<file path="config.mk">
export PLATFORM = sky130hd
export DESIGN_NAME = smc_regs
export DESIGN_NICKNAME = d
export VERILOG_FILES = /design/src/logic/smc_pkg.sv /design/src/logic/smc_sym_counter.sv /design/src/logic/smc_regs.sv
export SDC_FILE = /design/constraint.sdc
export NUM_CORES = 1
export LEC_CHECK = 0
export BUFFER_PORTS_ARGS = -buffer_cell sky130_fd_sc_hd__buf_2
export CAP_MARGIN = 20
export CORE_ASPECT_RATIO = 0.9
export CORE_MARGIN = 2
export CORE_UTILIZATION = 50
export DETAILED_ROUTE_END_ITERATION = 8
export MAX_ROUTING_LAYER = met4
export PLACE_DENSITY = 0.81
export SLEW_MARGIN = 20
export SYNTH_ARGS = -nofsm -noshare
export SYNTH_HDL_FRONTEND = slang
export SYNTH_SLANG_ARGS = --single-unit
</file>
<file path="constraint.sdc">
create_clock -name pclk -period 2.22 [get_ports pclk]
set_input_delay 0.333 -clock pclk [delete_from_list [all_inputs] [get_ports pclk]]
set_output_delay 0.333 -clock pclk [all_outputs]
set_load 0.02 [all_outputs]
</file>
<file path="src/logic/smc_pkg.sv">
// smc_pkg: register indices, field positions, reset values and timing figures
// assumes a 32-bit apb slave where register byte address = 4 * register index
package smc_pkg;
  // register indices (byte address is four times the index)
  localparam logic [7:0] SMC_IDX_SETUP1 = 8'h1d;
  localparam logic [7:0] SMC_IDX_SETUP2 = 8'h1e;
  localparam logic [7:0] SMC_IDX_LIMIT_LO = 8'h1f;
  localparam logic [7:0] SMC_IDX_LEAD_HI = 8'h20;
  localparam logic [7:0] SMC_IDX_LEAD_LO = 8'h21;
  localparam logic [7:0] SMC_IDX_BODY_LEN = 8'h22;
  localparam logic [7:0] SMC_IDX_BODY_CEIL = 8'h23;
  localparam logic [7:0] SMC_IDX_CHG_INT = 8'h24;
  localparam logic [7:0] SMC_IDX_RX_PTR = 8'h25;
  localparam logic [7:0] SMC_IDX_RSVD_LO = 8'h26;
  localparam logic [7:0] SMC_IDX_RSVD_HI = 8'h3f;
  localparam logic [7:0] SMC_IDX_MAN_GAIN = 8'h40;
  localparam logic [7:0] SMC_IDX_IRQ_STAT = 8'h41;
  localparam logic [7:0] SMC_IDX_IRQ_MASK = 8'h42;
  // field positions of the second setup register
  localparam int SMC_SF_LSB = 4;
  localparam int SMC_REPEAT_BIT = 3;
  localparam int SMC_AUTO_GAIN_BIT = 2;
  localparam int SMC_LIMIT_HI_LSB = 0;
  // field positions of the first setup register
  localparam int SMC_HEADERLESS_BIT = 2;
  localparam int SMC_CRC_ON_BIT = 1;
  // reset values
  localparam logic [7:0] SMC_RST_SETUP1 = 8'h00;
  localparam logic [7:0] SMC_RST_SETUP2 = 8'h74;
  localparam logic [7:0] SMC_RST_LIMIT_LO = 8'h64;
  localparam logic [7:0] SMC_RST_LEAD_HI = 8'h00;
  localparam logic [7:0] SMC_RST_LEAD_LO = 8'h08;
  localparam logic [7:0] SMC_RST_BODY_LEN = 8'h01;
  localparam logic [7:0] SMC_RST_BODY_CEIL = 8'hff;
  localparam logic [7:0] SMC_RST_CHG_INT = 8'h00;
  localparam logic [7:0] SMC_RST_MAN_GAIN = 8'h01;
  localparam logic [7:0] SMC_RST_RX_PTR = 8'h00;
  // spreading exponent codes
  localparam logic [3:0] SMC_SF_MIN = 4'h6;
  localparam logic [3:0] SMC_SF_GAP = 4'h9;
  localparam logic [3:0] SMC_SF_MAX = 4'hc;
  // fixed preamble tail of 4.25 symbols, carried in quarter symbols
  localparam logic [17:0] SMC_LEAD_TAIL_QTR = 18'h00011;
  // interrupt status bit positions
  localparam int SMC_IRQ_TIMEOUT = 0;
  localparam int SMC_IRQ_HDR_ERR = 1;
  localparam int SMC_IRQ_HOP = 2;
  localparam int SMC_IRQ_TX_DONE = 3;
  localparam int SMC_IRQ_W = 4;
endpackage

</file>
<file path="src/logic/smc_sym_counter.sv">
// smc_sym_counter: counts symbol ticks up to a programmed limit
// assumes tick is a one-cycle pulse per symbol period in the pclk domain
`timescale 1ns/10ps
module smc_sym_counter #(
  parameter int W = 10,
  parameter bit RELOAD = 1'b0
) (
  input wire logic pclk,
  input wire logic presetn,
  input wire logic start,
  input wire logic stop,
  input wire logic tick,
  input wire logic [W-1:0] limit,
  output logic expire,
  output logic active
);
  logic [W-1:0] cnt;
  logic hit;

  // the limit is sampled live so software changes apply at once
  assign hit = active && tick && (cnt + W'(1) == limit);

  // run control: a zero limit never arms the counter
  always_ff @(posedge pclk or negedge presetn) begin
    if (!presetn) begin
      active <= 1'b0;
      cnt <= '0;
    end else if (start) begin
      active <= (limit != '0);
      cnt <= '0;
    end else if (stop || (active && limit == '0)) begin
      active <= 1'b0;
    end else if (hit) begin
      active <= RELOAD;
      cnt <= '0;
    end else if (active && tick) begin
      cnt <= cnt + W'(1);
    end
  end

  // expiry pulse, registered
  always_ff @(posedge pclk or negedge presetn) begin
    if (!presetn) begin
      expire <= 1'b0;
    end else begin
      expire <= hit && !start && !stop;
    end
  end
endmodule

</file>
<file path="src/logic/smc_regs.sv">
// smc_regs: configuration and status registers of the spread modem, apb slave
// assumes the modem datapath shares pclk and gives one-cycle event pulses
// Operation
// - four-bit spreading exponent, reset seven, reserved codes
// - repeat-send clear: one packet; set: keep sending
// - auto gain one: loop gain; zero: manual gain
// - ten-bit receive symbol timeout, low reset 0x64
// - sixteen-bit lead-in, sent as value plus 4.25
// - header length over ceiling flags header crc error in explicit mode
// - channel change every interval, first after header symbol
// - read-only receive buffer write pointer
// - headerless select picks length source
//
// Design decision made here: the APB slave port.
`timescale 1ns/10ps
module smc_regs import smc_pkg::*; (
  input wire logic pclk,
  input wire logic presetn,
  input wire logic psel,
  input wire logic penable,
  input wire logic pwrite,
  input wire logic [11:0] paddr,
  input wire logic [31:0] pwdata,
  input wire logic [3:0] pstrb,
  output logic [31:0] prdata,
  output logic pready,
  output logic pslverr,
  input wire logic sym_tick,
  input wire logic rx_start,
  input wire logic rx_done,
  input wire logic hdr_first_sym,
  input wire logic hdr_valid,
  input wire logic [7:0] hdr_body_len,
  input wire logic rx_byte_wr,
  input wire logic [7:0] rx_byte_addr,
  input wire logic tx_packet_done,
  input wire logic [7:0] loop_gain,
  output logic [3:0] chips_per_symbol_exp,
  output logic [12:0] chips_per_symbol,
  output logic sf_reserved,
  output logic repeat_send_select,
  output logic tx_resend,
  output logic tx_finish,
  output logic auto_gain_select,
  output logic [7:0] front_gain,
  output logic rx_timeout,
  output logic [17:0] lead_in_qtr_symbols,
  output logic headerless_select,
  output logic crc_select,
  output logic [7:0] body_len_used,
  output logic hdr_crc_error,
  output logic channel_change,
  output logic irq
);
  logic [7:0] setup1;
  logic [7:0] setup2;
  logic [7:0] limit_lo;
  logic [7:0] lead_hi;
  logic [7:0] lead_lo;
  logic [7:0] body_len;
  logic [7:0] body_len_ceiling;
  logic [7:0] channel_change_interval;
  logic [7:0] rx_write_pointer;
  logic [7:0] manual_front_gain;
  logic [SMC_IRQ_W-1:0] irq_stat;
  logic [SMC_IRQ_W-1:0] irq_mask;
  logic [SMC_IRQ_W-1:0] irq_set;
  logic [9:0] rx_symbol_limit;
  logic [15:0] lead_in_len;
  logic [7:0] idx;
  logic idx_ok;
  logic wr_en;
  logic rd_en;
  logic [7:0] wbyte;
  logic [31:0] next_prdata;
  logic next_slverr;
  logic tout_pulse;
  logic hop_pulse;
  logic hop_active;
  logic hdr_len_ok;

  // apb decode: word index from byte address, zero-wait answer
  assign idx = paddr[9:2];
  assign idx_ok = (paddr[1:0] == 2'b00) && (paddr[11:10] == 2'b00) &&
                  (idx >= SMC_IDX_SETUP1) && (idx <= SMC_IDX_IRQ_MASK);
  assign pready = 1'b1;
  assign wr_en = psel && penable && pwrite && idx_ok;
  assign rd_en = psel && !penable && !pwrite;
  assign wbyte = pwdata[7:0];

  // setup registers written through byte lane 0
  always_ff @(posedge pclk or negedge presetn) begin
    if (!presetn) begin
      setup1 <= SMC_RST_SETUP1;
      setup2 <= SMC_RST_SETUP2;
      limit_lo <= SMC_RST_LIMIT_LO;
      lead_hi <= SMC_RST_LEAD_HI;
      lead_lo <= SMC_RST_LEAD_LO;
      body_len <= SMC_RST_BODY_LEN;
      body_len_ceiling <= SMC_RST_BODY_CEIL;
      channel_change_interval <= SMC_RST_CHG_INT;
      manual_front_gain <= SMC_RST_MAN_GAIN;
    end else if (wr_en && pstrb[0]) begin
      unique case (idx)
        SMC_IDX_SETUP1: setup1 <= wbyte;
        SMC_IDX_SETUP2: setup2 <= wbyte;
        SMC_IDX_LIMIT_LO: limit_lo <= wbyte;
        SMC_IDX_LEAD_HI: lead_hi <= wbyte;
        SMC_IDX_LEAD_LO: lead_lo <= wbyte;
        SMC_IDX_BODY_LEN: body_len <= wbyte;
        SMC_IDX_BODY_CEIL: body_len_ceiling <= wbyte;
        SMC_IDX_CHG_INT: channel_change_interval <= wbyte;
        SMC_IDX_MAN_GAIN: manual_front_gain <= wbyte;
        default: ;
      endcase
    end
  end

  // interrupt mask, same layout as the status bits
  always_ff @(posedge pclk or negedge presetn) begin
    if (!presetn) begin
      irq_mask <= '0;
    end else if (wr_en && pstrb[0] && idx == SMC_IDX_IRQ_MASK) begin
      irq_mask <= wbyte[SMC_IRQ_W-1:0];
    end
  end

  // receive buffer pointer follows the receiver, software cannot write it
  always_ff @(posedge pclk or negedge presetn) begin
    if (!presetn) begin
      rx_write_pointer <= SMC_RST_RX_PTR;
    end else if (rx_byte_wr) begin
      rx_write_pointer <= rx_byte_addr;
    end
  end

  // read mux, registered in the setup cycle
  always_comb begin
    next_prdata = '0;
    next_slverr = !idx_ok;
    unique case (idx)
      SMC_IDX_SETUP1: next_prdata[7:0] = setup1;
      SMC_IDX_SETUP2: next_prdata[7:0] = setup2;
      SMC_IDX_LIMIT_LO: next_prdata[7:0] = limit_lo;
      SMC_IDX_LEAD_HI: next_prdata[7:0] = lead_hi;
      SMC_IDX_LEAD_LO: next_prdata[7:0] = lead_lo;
      SMC_IDX_BODY_LEN: next_prdata[7:0] = body_len;
      SMC_IDX_BODY_CEIL: next_prdata[7:0] = body_len_ceiling;
      SMC_IDX_CHG_INT: next_prdata[7:0] = channel_change_interval;
      SMC_IDX_RX_PTR: next_prdata[7:0] = rx_write_pointer;
      SMC_IDX_MAN_GAIN: next_prdata[7:0] = manual_front_gain;
      SMC_IDX_IRQ_STAT: next_prdata[SMC_IRQ_W-1:0] = irq_stat;
      SMC_IDX_IRQ_MASK: next_prdata[SMC_IRQ_W-1:0] = irq_mask;
      default: next_prdata = '0; // reserved space reads zero
    endcase
  end

  // read data and error flag held through the access phase
  always_ff @(posedge pclk or negedge presetn) begin
    if (!presetn) begin
      prdata <= '0;
      pslverr <= 1'b0;
    end else if (psel && !penable) begin
      prdata <= rd_en ? next_prdata : 32'h0000_0000;
      pslverr <= next_slverr;
    end
  end

  // spreading exponent and chip count per symbol
  assign chips_per_symbol_exp = setup2[SMC_SF_LSB +: 4];
  assign sf_reserved = (chips_per_symbol_exp < SMC_SF_MIN) ||
                       (chips_per_symbol_exp == SMC_SF_GAP) ||
                       (chips_per_symbol_exp > SMC_SF_MAX);
  assign chips_per_symbol = sf_reserved ? 13'h0000 :
                            (13'h0001 << chips_per_symbol_exp);

  // transmit repeat control
  assign repeat_send_select = setup2[SMC_REPEAT_BIT];

  // after each packet either send the buffer again or finish
  always_ff @(posedge pclk or negedge presetn) begin
    if (!presetn) begin
      tx_resend <= 1'b0;
      tx_finish <= 1'b0;
    end else begin
      tx_resend <= tx_packet_done && repeat_send_select;
      tx_finish <= tx_packet_done && !repeat_send_select;
    end
  end

  // front-end gain source
  assign auto_gain_select = setup2[SMC_AUTO_GAIN_BIT];

  // gain value handed to the front end, registered
  always_ff @(posedge pclk or negedge presetn) begin
    if (!presetn) begin
      front_gain <= SMC_RST_MAN_GAIN;
    end else begin
      front_gain <= auto_gain_select ? loop_gain : manual_front_gain;
    end
  end

  // split fields joined from live register contents
  assign rx_symbol_limit = {setup2[SMC_LIMIT_HI_LSB +: 2], limit_lo};
  assign lead_in_len = {lead_hi, lead_lo};

  // total preamble in quarter symbols: length plus 4.25
  always_ff @(posedge pclk or negedge presetn) begin
    if (!presetn) begin
      lead_in_qtr_symbols <= '0;
    end else begin
      lead_in_qtr_symbols <= {lead_in_len, 2'b00} + SMC_LEAD_TAIL_QTR;
    end
  end

  // receive timeout in symbol periods
  smc_sym_counter #(.W(10), .RELOAD(1'b0)) u_timeout (
    .pclk(pclk),
    .presetn(presetn),
    .start(rx_start),
    .stop(rx_done),
    .tick(sym_tick),
    .limit(rx_symbol_limit),
    .expire(tout_pulse),
    .active()
  );
  assign rx_timeout = tout_pulse;

  // channel change period, armed at the first header symbol
  smc_sym_counter #(.W(8), .RELOAD(1'b1)) u_hop (
    .pclk(pclk),
    .presetn(presetn),
    .start(hdr_first_sym),
    .stop(rx_done),
    .tick(sym_tick),
    .limit(channel_change_interval),
    .expire(hop_pulse),
    .active(hop_active)
  );

  // first change right after the first header symbol, then periodic
  always_ff @(posedge pclk or negedge presetn) begin
    if (!presetn) begin
      channel_change <= 1'b0;
    end else begin
      channel_change <= (hdr_first_sym && channel_change_interval != 8'h00) ||
                        (hop_pulse && hop_active);
    end
  end

  // header mode and length source
  assign headerless_select = setup1[SMC_HEADERLESS_BIT];
  assign crc_select = setup1[SMC_CRC_ON_BIT];
  assign hdr_len_ok = hdr_body_len <= body_len_ceiling;

  // header length check against the ceiling, explicit mode only
  always_ff @(posedge pclk or negedge presetn) begin
    if (!presetn) begin
      hdr_crc_error <= 1'b0;
    end else begin
      hdr_crc_error <= hdr_valid && !headerless_select && !hdr_len_ok;
    end
  end

  // length used by the receiver: register when headerless, header otherwise
  always_ff @(posedge pclk or negedge presetn) begin
    if (!presetn) begin
      body_len_used <= SMC_RST_BODY_LEN;
    end else if (headerless_select) begin
      body_len_used <= body_len;
    end else if (hdr_valid) begin
      body_len_used <= hdr_body_len;
    end
  end

  // events feeding the sticky status bits
  always_comb begin
    irq_set = '0;
    irq_set[SMC_IRQ_TIMEOUT] = rx_timeout;
    irq_set[SMC_IRQ_HDR_ERR] = hdr_crc_error;
    irq_set[SMC_IRQ_HOP] = channel_change;
    irq_set[SMC_IRQ_TX_DONE] = tx_finish;
  end

  // sticky status, write one to clear, a new event wins over the clear
  always_ff @(posedge pclk or negedge presetn) begin
    if (!presetn) begin
      irq_stat <= '0;
    end else if (wr_en && pstrb[0] && idx == SMC_IDX_IRQ_STAT) begin
      irq_stat <= (irq_stat & ~wbyte[SMC_IRQ_W-1:0]) | irq_set;
    end else begin
      irq_stat <= irq_stat | irq_set;
    end
  end

  // level interrupt while any unmasked status bit is set
  assign irq = |(irq_stat & irq_mask);
endmodule

</file>
Word level (Yosys, flattened, before mapping)
Index checks and enable logic that the tools add are counted.
- add/subtract/negate cells: 3
- $mul: 0
- divide/modulo/power cells: 0
- $lt $le $gt $ge: 5
- eq/ne operators: 17
- shifts and indexed selects: 1
- muxes and demuxes: 22
- bitwise gates (word level): 5
- reductions and logical operators: 64
- operators with widths (operator ; count):
    two-way mux 8 bit ; 8
    equality test 8 x 6 -> 1 bit (second input constant) ; 6
    one-hot mux 4 bit (12 select lines) ; 1
    two-way mux 10 bit ; 4
    one-hot mux 4 bit (10 select lines) ; 1
    logical AND 1 bit ; 27
    equality test 8 x 5 -> 1 bit (second input constant) ; 3
    equality test 8 x 7 -> 1 bit (second input constant) ; 3
    AND reduction 2 bit ; 11
    adder 18 x 5 -> 18 bit (second input constant) ; 1
    two-way mux 13 bit ; 1
    << shifter 1 x 4 -> 13 bit (first input constant) ; 1
    nonzero test 3 bit ; 4
    adder 10 x 1 -> 10 bit (second input constant) ; 1
    equality test 10 bit ; 1
    zero test 10 bit ; 1
    nonzero test 10 bit ; 1
    zero test 1 bit ; 9
    adder 8 x 1 -> 8 bit (second input constant) ; 1
    AND 4 bit ; 2
    equality test 8 bit ; 1
    greater-or-equal comparator 8 x 5 -> 1 bit (second input constant) ; 1
    less-or-equal comparator 8 x 7 -> 1 bit (second input constant) ; 1
    less-or-equal comparator 8 bit ; 1
    14 further kinds ; 26
- flip-flop bits (word level): 181
- bits in latches: 0
- memory bits (writable): 0
- ROM bits: 0
- logic and storage cells: 144
- memories kept: 0

Longest topological paths before layout
- depth after elaboration: 8
- mapped depth: 10
- mapped depth without buffers: 8

Modules after synthesis
Synthesis repeated with hierarchy kept, for this count alone.
- cell total of the unflattened synthesis: 778
- area total of the unflattened synthesis: 8560.7 µm²
- modules (own cells, without submodules) (module ; times used ; cells an instance ; area each (µm²)):
    smc_regs ; 1 ; 575 ; 6774.0
    smc_sym_counter at u_timeout ; 1 ; 118 ; 1033.5
    smc_sym_counter at u_hop ; 1 ; 85 ; 753.2

Least setup slack after synthesis
Ideal clock, no wire load.
- kind: reg2reg
- start: register u_hop.cnt[0]
- end: register u_hop.cnt[4]
- library setup time: 0.066 ns
- data arrival time: 2.224 ns
- required time: 2.154 ns
- setup slack: -0.070 ns
- stages on the path, launching flop included: 9
- buffers on the path: 0
- clock period less this slack: 2.290 ns
- cell sequence: dfrtp_1 ha_1 nor3b_1 o21a_1 o31ai_1 nor4_2 or3_1 or3b_1 nand2_1
- word-level cells in the longest chain between the ends: 6
- ends and longest elaborated chain (item ; line ; RTL):
    start, declared ; smc_sym_counter.sv:17 ; logic [W-1:0] cnt;
    start signal, assigned ; smc_sym_counter.sv:37 ; cnt <= cnt + W'(1);
    adder 8 x 1 -> 8 bit * ; smc_sym_counter.sv:21, smc_sym_counter.sv:37 ;
    equality test 8 bit ; smc_sym_counter.sv:21 ; assign hit = active && tick && (cnt + W'(1) == limit);
    logical AND 1 bit ; smc_sym_counter.sv:21 ;
    two-way mux 8 bit ; smc_sym_counter.sv:33 ; end else if (hit) begin
    two-way mux 8 bit ; smc_sym_counter.sv:31 ; end else if (stop || (active && limit == '0)) begin
    two-way mux 8 bit ; smc_sym_counter.sv:28 ; end else if (start) begin
Mark *: on every way between the ends. The rest lies on a longest branch, timed or not. The select of a mux whose other input is x is not followed.
A chain may end at the register's enable or synchronous reset.

Worst setup path after layout
Same ends and word-level chain as after synthesis.

==> qor.txt <==
Result of the run -> finished, final reports clean
Die W -> 139 um
Final critical-path setup slack -> 25.6 ps
Design Power -> 6.33 mW
Worst Clk Skew -> 6.98 ps
Latest clock arrival within the worst-skew pair -> 440 ps
Grt total ovfl -> 0
Kind of start point of the critical path -> flop
Top library cells by usage in the layout, fill and taps aside -> 136 x dfrtp_1, 119 x buf_2, 93 x mux2_2, 68 x nand2_1, 59 x buf_4
Count of flip-flops with a built-in enable after synthesis -> 0
Routed wire length -> 23.0 mm
Largest registers -> lead_in_qtr_symbols x17, u_timeout.cnt x10
Launch point of the worst reg-to-reg path -> u_hop.cnt[0]$_DFFE_PN0P_
Count of different cell masters after synthesis -> 70
Number of nets still failing antenna checks after routing -> 0
Max cap viols -> 0
Most flops, register -> lead_in_qtr_symbols
Post-Place Worst Slack -> -130 ps
Footprint of the multi-input gates -> 4200 um2
Num rows -> 44
Total power density per cell area -> 622 nW/um2
Number of global-route vias before repair -> 6511
Wirelength per Cell -> 20.1 um
Maximum number of pins on one net before global-route repair -> 54
H-tree depth reported by CTS -> 4
Synth async-reset ratio -> 100%
CP Launch Point -> u_hop.cnt[0]$_DFFE_PN0P_
Arrival time at the worst endpoint -> 2570 ps
Synth Flop Type -> dfrtp_1
Clock Tree Root -> clkbuf_16
Sequential fraction of the synthesis area -> 47.6%
Worst relative slew slack -> 64.9%
Highest Clock Rate -> 456 MHz
Setup crit end kind -> flop
Worst vdd ir -> 0.586 mV
Wire length of the first global-routing pass -> 36.0 mm
Core box area -> 16100 um2
Initial antenna violation count -> 0
Clock-pin slew on the worst setup and hold paths -> 60 ps
Synthesis-stage register bit count -> 156
Inserted Diodes -> 0
Slew of the pin with the lowest slew margin -> 524 ps
GRT Resource Usage Total -> 27.2%
Sinks on the clock net -> 156
Cell count after synthesis -> 765
End-of-flow core utilization -> 63.1%
Proportion of layout cells with a drive suffix above 1 -> 39.4%
Worst Min Path Start -> tx_packet_done
Vias post-DR -> 6875
Detail-routed via count per cell -> 5.99
Endpoints failing hold -> 0
Top-Level Pins -> 180
Die boundary height -> 126 um
Initial core utilization -> 51.2%
Unrepaired setup endpoints after global routing -> true
Most frequent standard cell in the layout excluding fill and tap cells -> dfrtp_1
Count of final max-slew check failures -> 0
Min Tclk post-route -> 2190 ps
Clock buffer count from CTS -> 17
# DRC -> 0
HPWL after detailed placement -> 16.3 mm
CP Data Required Time -> 2590 ps
Synthesis-to-layout area growth -> 23.3%
Final setup violating endpoints -> 0
Category of the most critical setup path -> flop to flop
Static Leakage -> 4.85 nW
NumNets Final -> 1022
Clock tree from TritonCTS -> done
Number of port buffers -> 119
Worst Path Max Fanout -> 7
Flip-flop count of the largest register after layout -> 17
Synth Warn # -> 0
CTS Buffer Depth -> 2
GPL Wtd Cong -> 1.01
Number of inserted filler cells in the final layout -> 1248
Die Outline Area -> 17500 um2
Post-synthesis average cell area -> 10.8 um2
Initial DRT Pass Iterations -> 5
Worst min-delay path class -> input port to flop
Syn Std Cell Area -> 8250 um2
Register Area -> 3930 um2
Crit share post-route -> 98.8%
DRC violation total after the first TritonRoute iteration -> 652
==> Yosys cell counts, types with 5 or more instances <==
cell | instances | share of area, %
nand3_1 | 34 | 2.1
nor2_1 | 25 | 1.1
nand2_1 | 69 | 3.1
mux2_2 | 93 | 13
ha_1 | 11 | 1.7
a21oi_1 | 15 | 0.91
a22oi_1 | 16 | 1.5
dfstp_2 | 20 | 6.4
nor3_1 | 21 | 1.3
a22o_1 | 10 | 1.1
xnor2_1 | 20 | 2.1
a31oi_1 | 14 | 1.1
buf_4 | 37 | 3.4
inv_1 | 14 | 0.64
mux2i_1 | 15 | 1.8
nand4_1 | 5 | 0.38
o21ai_0 | 38 | 2.3
dfrtp_1 | 136 | 41
nor2b_1 | 10 | 0.76
and3_1 | 13 | 0.99
buf_2 | 6 | 0.36
a21o_1 | 6 | 0.55
xor2_1 | 11 | 1.2
clkbuf_1 | 29 | 1.3
nor3b_1 | 6 | 0.55
nor4_1 | 8 | 0.61
==> worst max-delay path, stage by stage, from the launching register on <==
cell,delay (ps)
dfrtp_1,410
ha_4,200
nor3b_1,140
o21a_1,200
o31ai_4,250
nor4_4,90
or3_4,400
or3b_1,380
nand2_1,70
==> per-stage QoR <==
stage,hold WS [ps],setup TNS [ps],cells,area (um2)
2_1_floorplan,37.4,0,797,8400
3_3_place_gp,298,-2290,1108,9330
3_5_place_dp,303,-4200,1108,9330
4_1_cts,115,0,1142,9990
5_1_grt,120,-563,1147,10200
6_report,124,0,1147,10200
==> final cells by class <==
| type | count | share of cell area [%] |
|---|---|---|
| clock inverters | 13 | 1.52 |
| well taps | 207 | 2.54 |
| repair buffers | 184 | 11.2 |
| multi-input cells | 554 | 41.3 |
| flip-flops and latches | 156 | 38.6 |
| inverters | 14 | 0.516 |
| clock buffers | 19 | 4.35 |
==> path summary, 6_finish.rpt <==
check | to | slack, ps | cells after the start
worst max register to register | u_hop.cnt[4]$_DFFE_PN0P_ | 30 | 8
worst max-delay path | u_hop.cnt[4]$_DFFE_PN0P_ | 30 | 8
max in group asynchronous | tx_finish$_DFF_PN0_ | 1030 | 3
worst min-delay path | tx_resend$_DFF_PN0_ | 120 | 2
worst min register to register | lead_in_qtr_symbols[3]$_DFF_PN0_ | 440 | 0
min in group asynchronous | body_len_used[5]$_DFFE_PN0P_ | 410 | 2
==> report_power, final <==
group / total [mW] / switching [mW] / internal (mW) / leakage [nW]
clock network: 2.97 / 1.26 / 1.72 / 0.289
logic: 0.446 / 0.306 / 0.140 / 2.52
registers: 2.91 / 0.0282 / 2.88 / 2.05
==> routing by layer <==
layer,up-vias,GRT usage [%],wire (um)
met3,58,8.48,1930
met4,0,9.39,592
met5,-,-,0
met1,3416,36.8,10100
met2,340,39.0,10400
li1,3061,-,-
==> cell families (layout without fill, tap and decap cells) <==
| logic type | count (synthesis) | count (layout) | share of synthesized area [%] |
|---|---|---|---|
| other cells | 2 | 34 | 0.0910 |
| simple gates | 224 | 224 | 14.3 |
| fa+ha+maj | 11 | 11 | 1.67 |
| flops | 156 | 156 | 47.6 |
| buf+inv | 90 | 230 | 5.87 |
| xor+xnor | 32 | 32 | 3.56 |
| compound gates | 139 | 142 | 11.5 |
| mux | 111 | 111 | 15.3 |
==> repair_timing <==
item,in CTS,in global routing
gates resized for setup,6,21
gates cloned,1,3
hold endpoints to repair,41,0
setup endpoints to repair,8,20
setup buffers,0,2
hold buffers,1,0
pin swaps,2,8
Power figures use the tool's default switching activity.
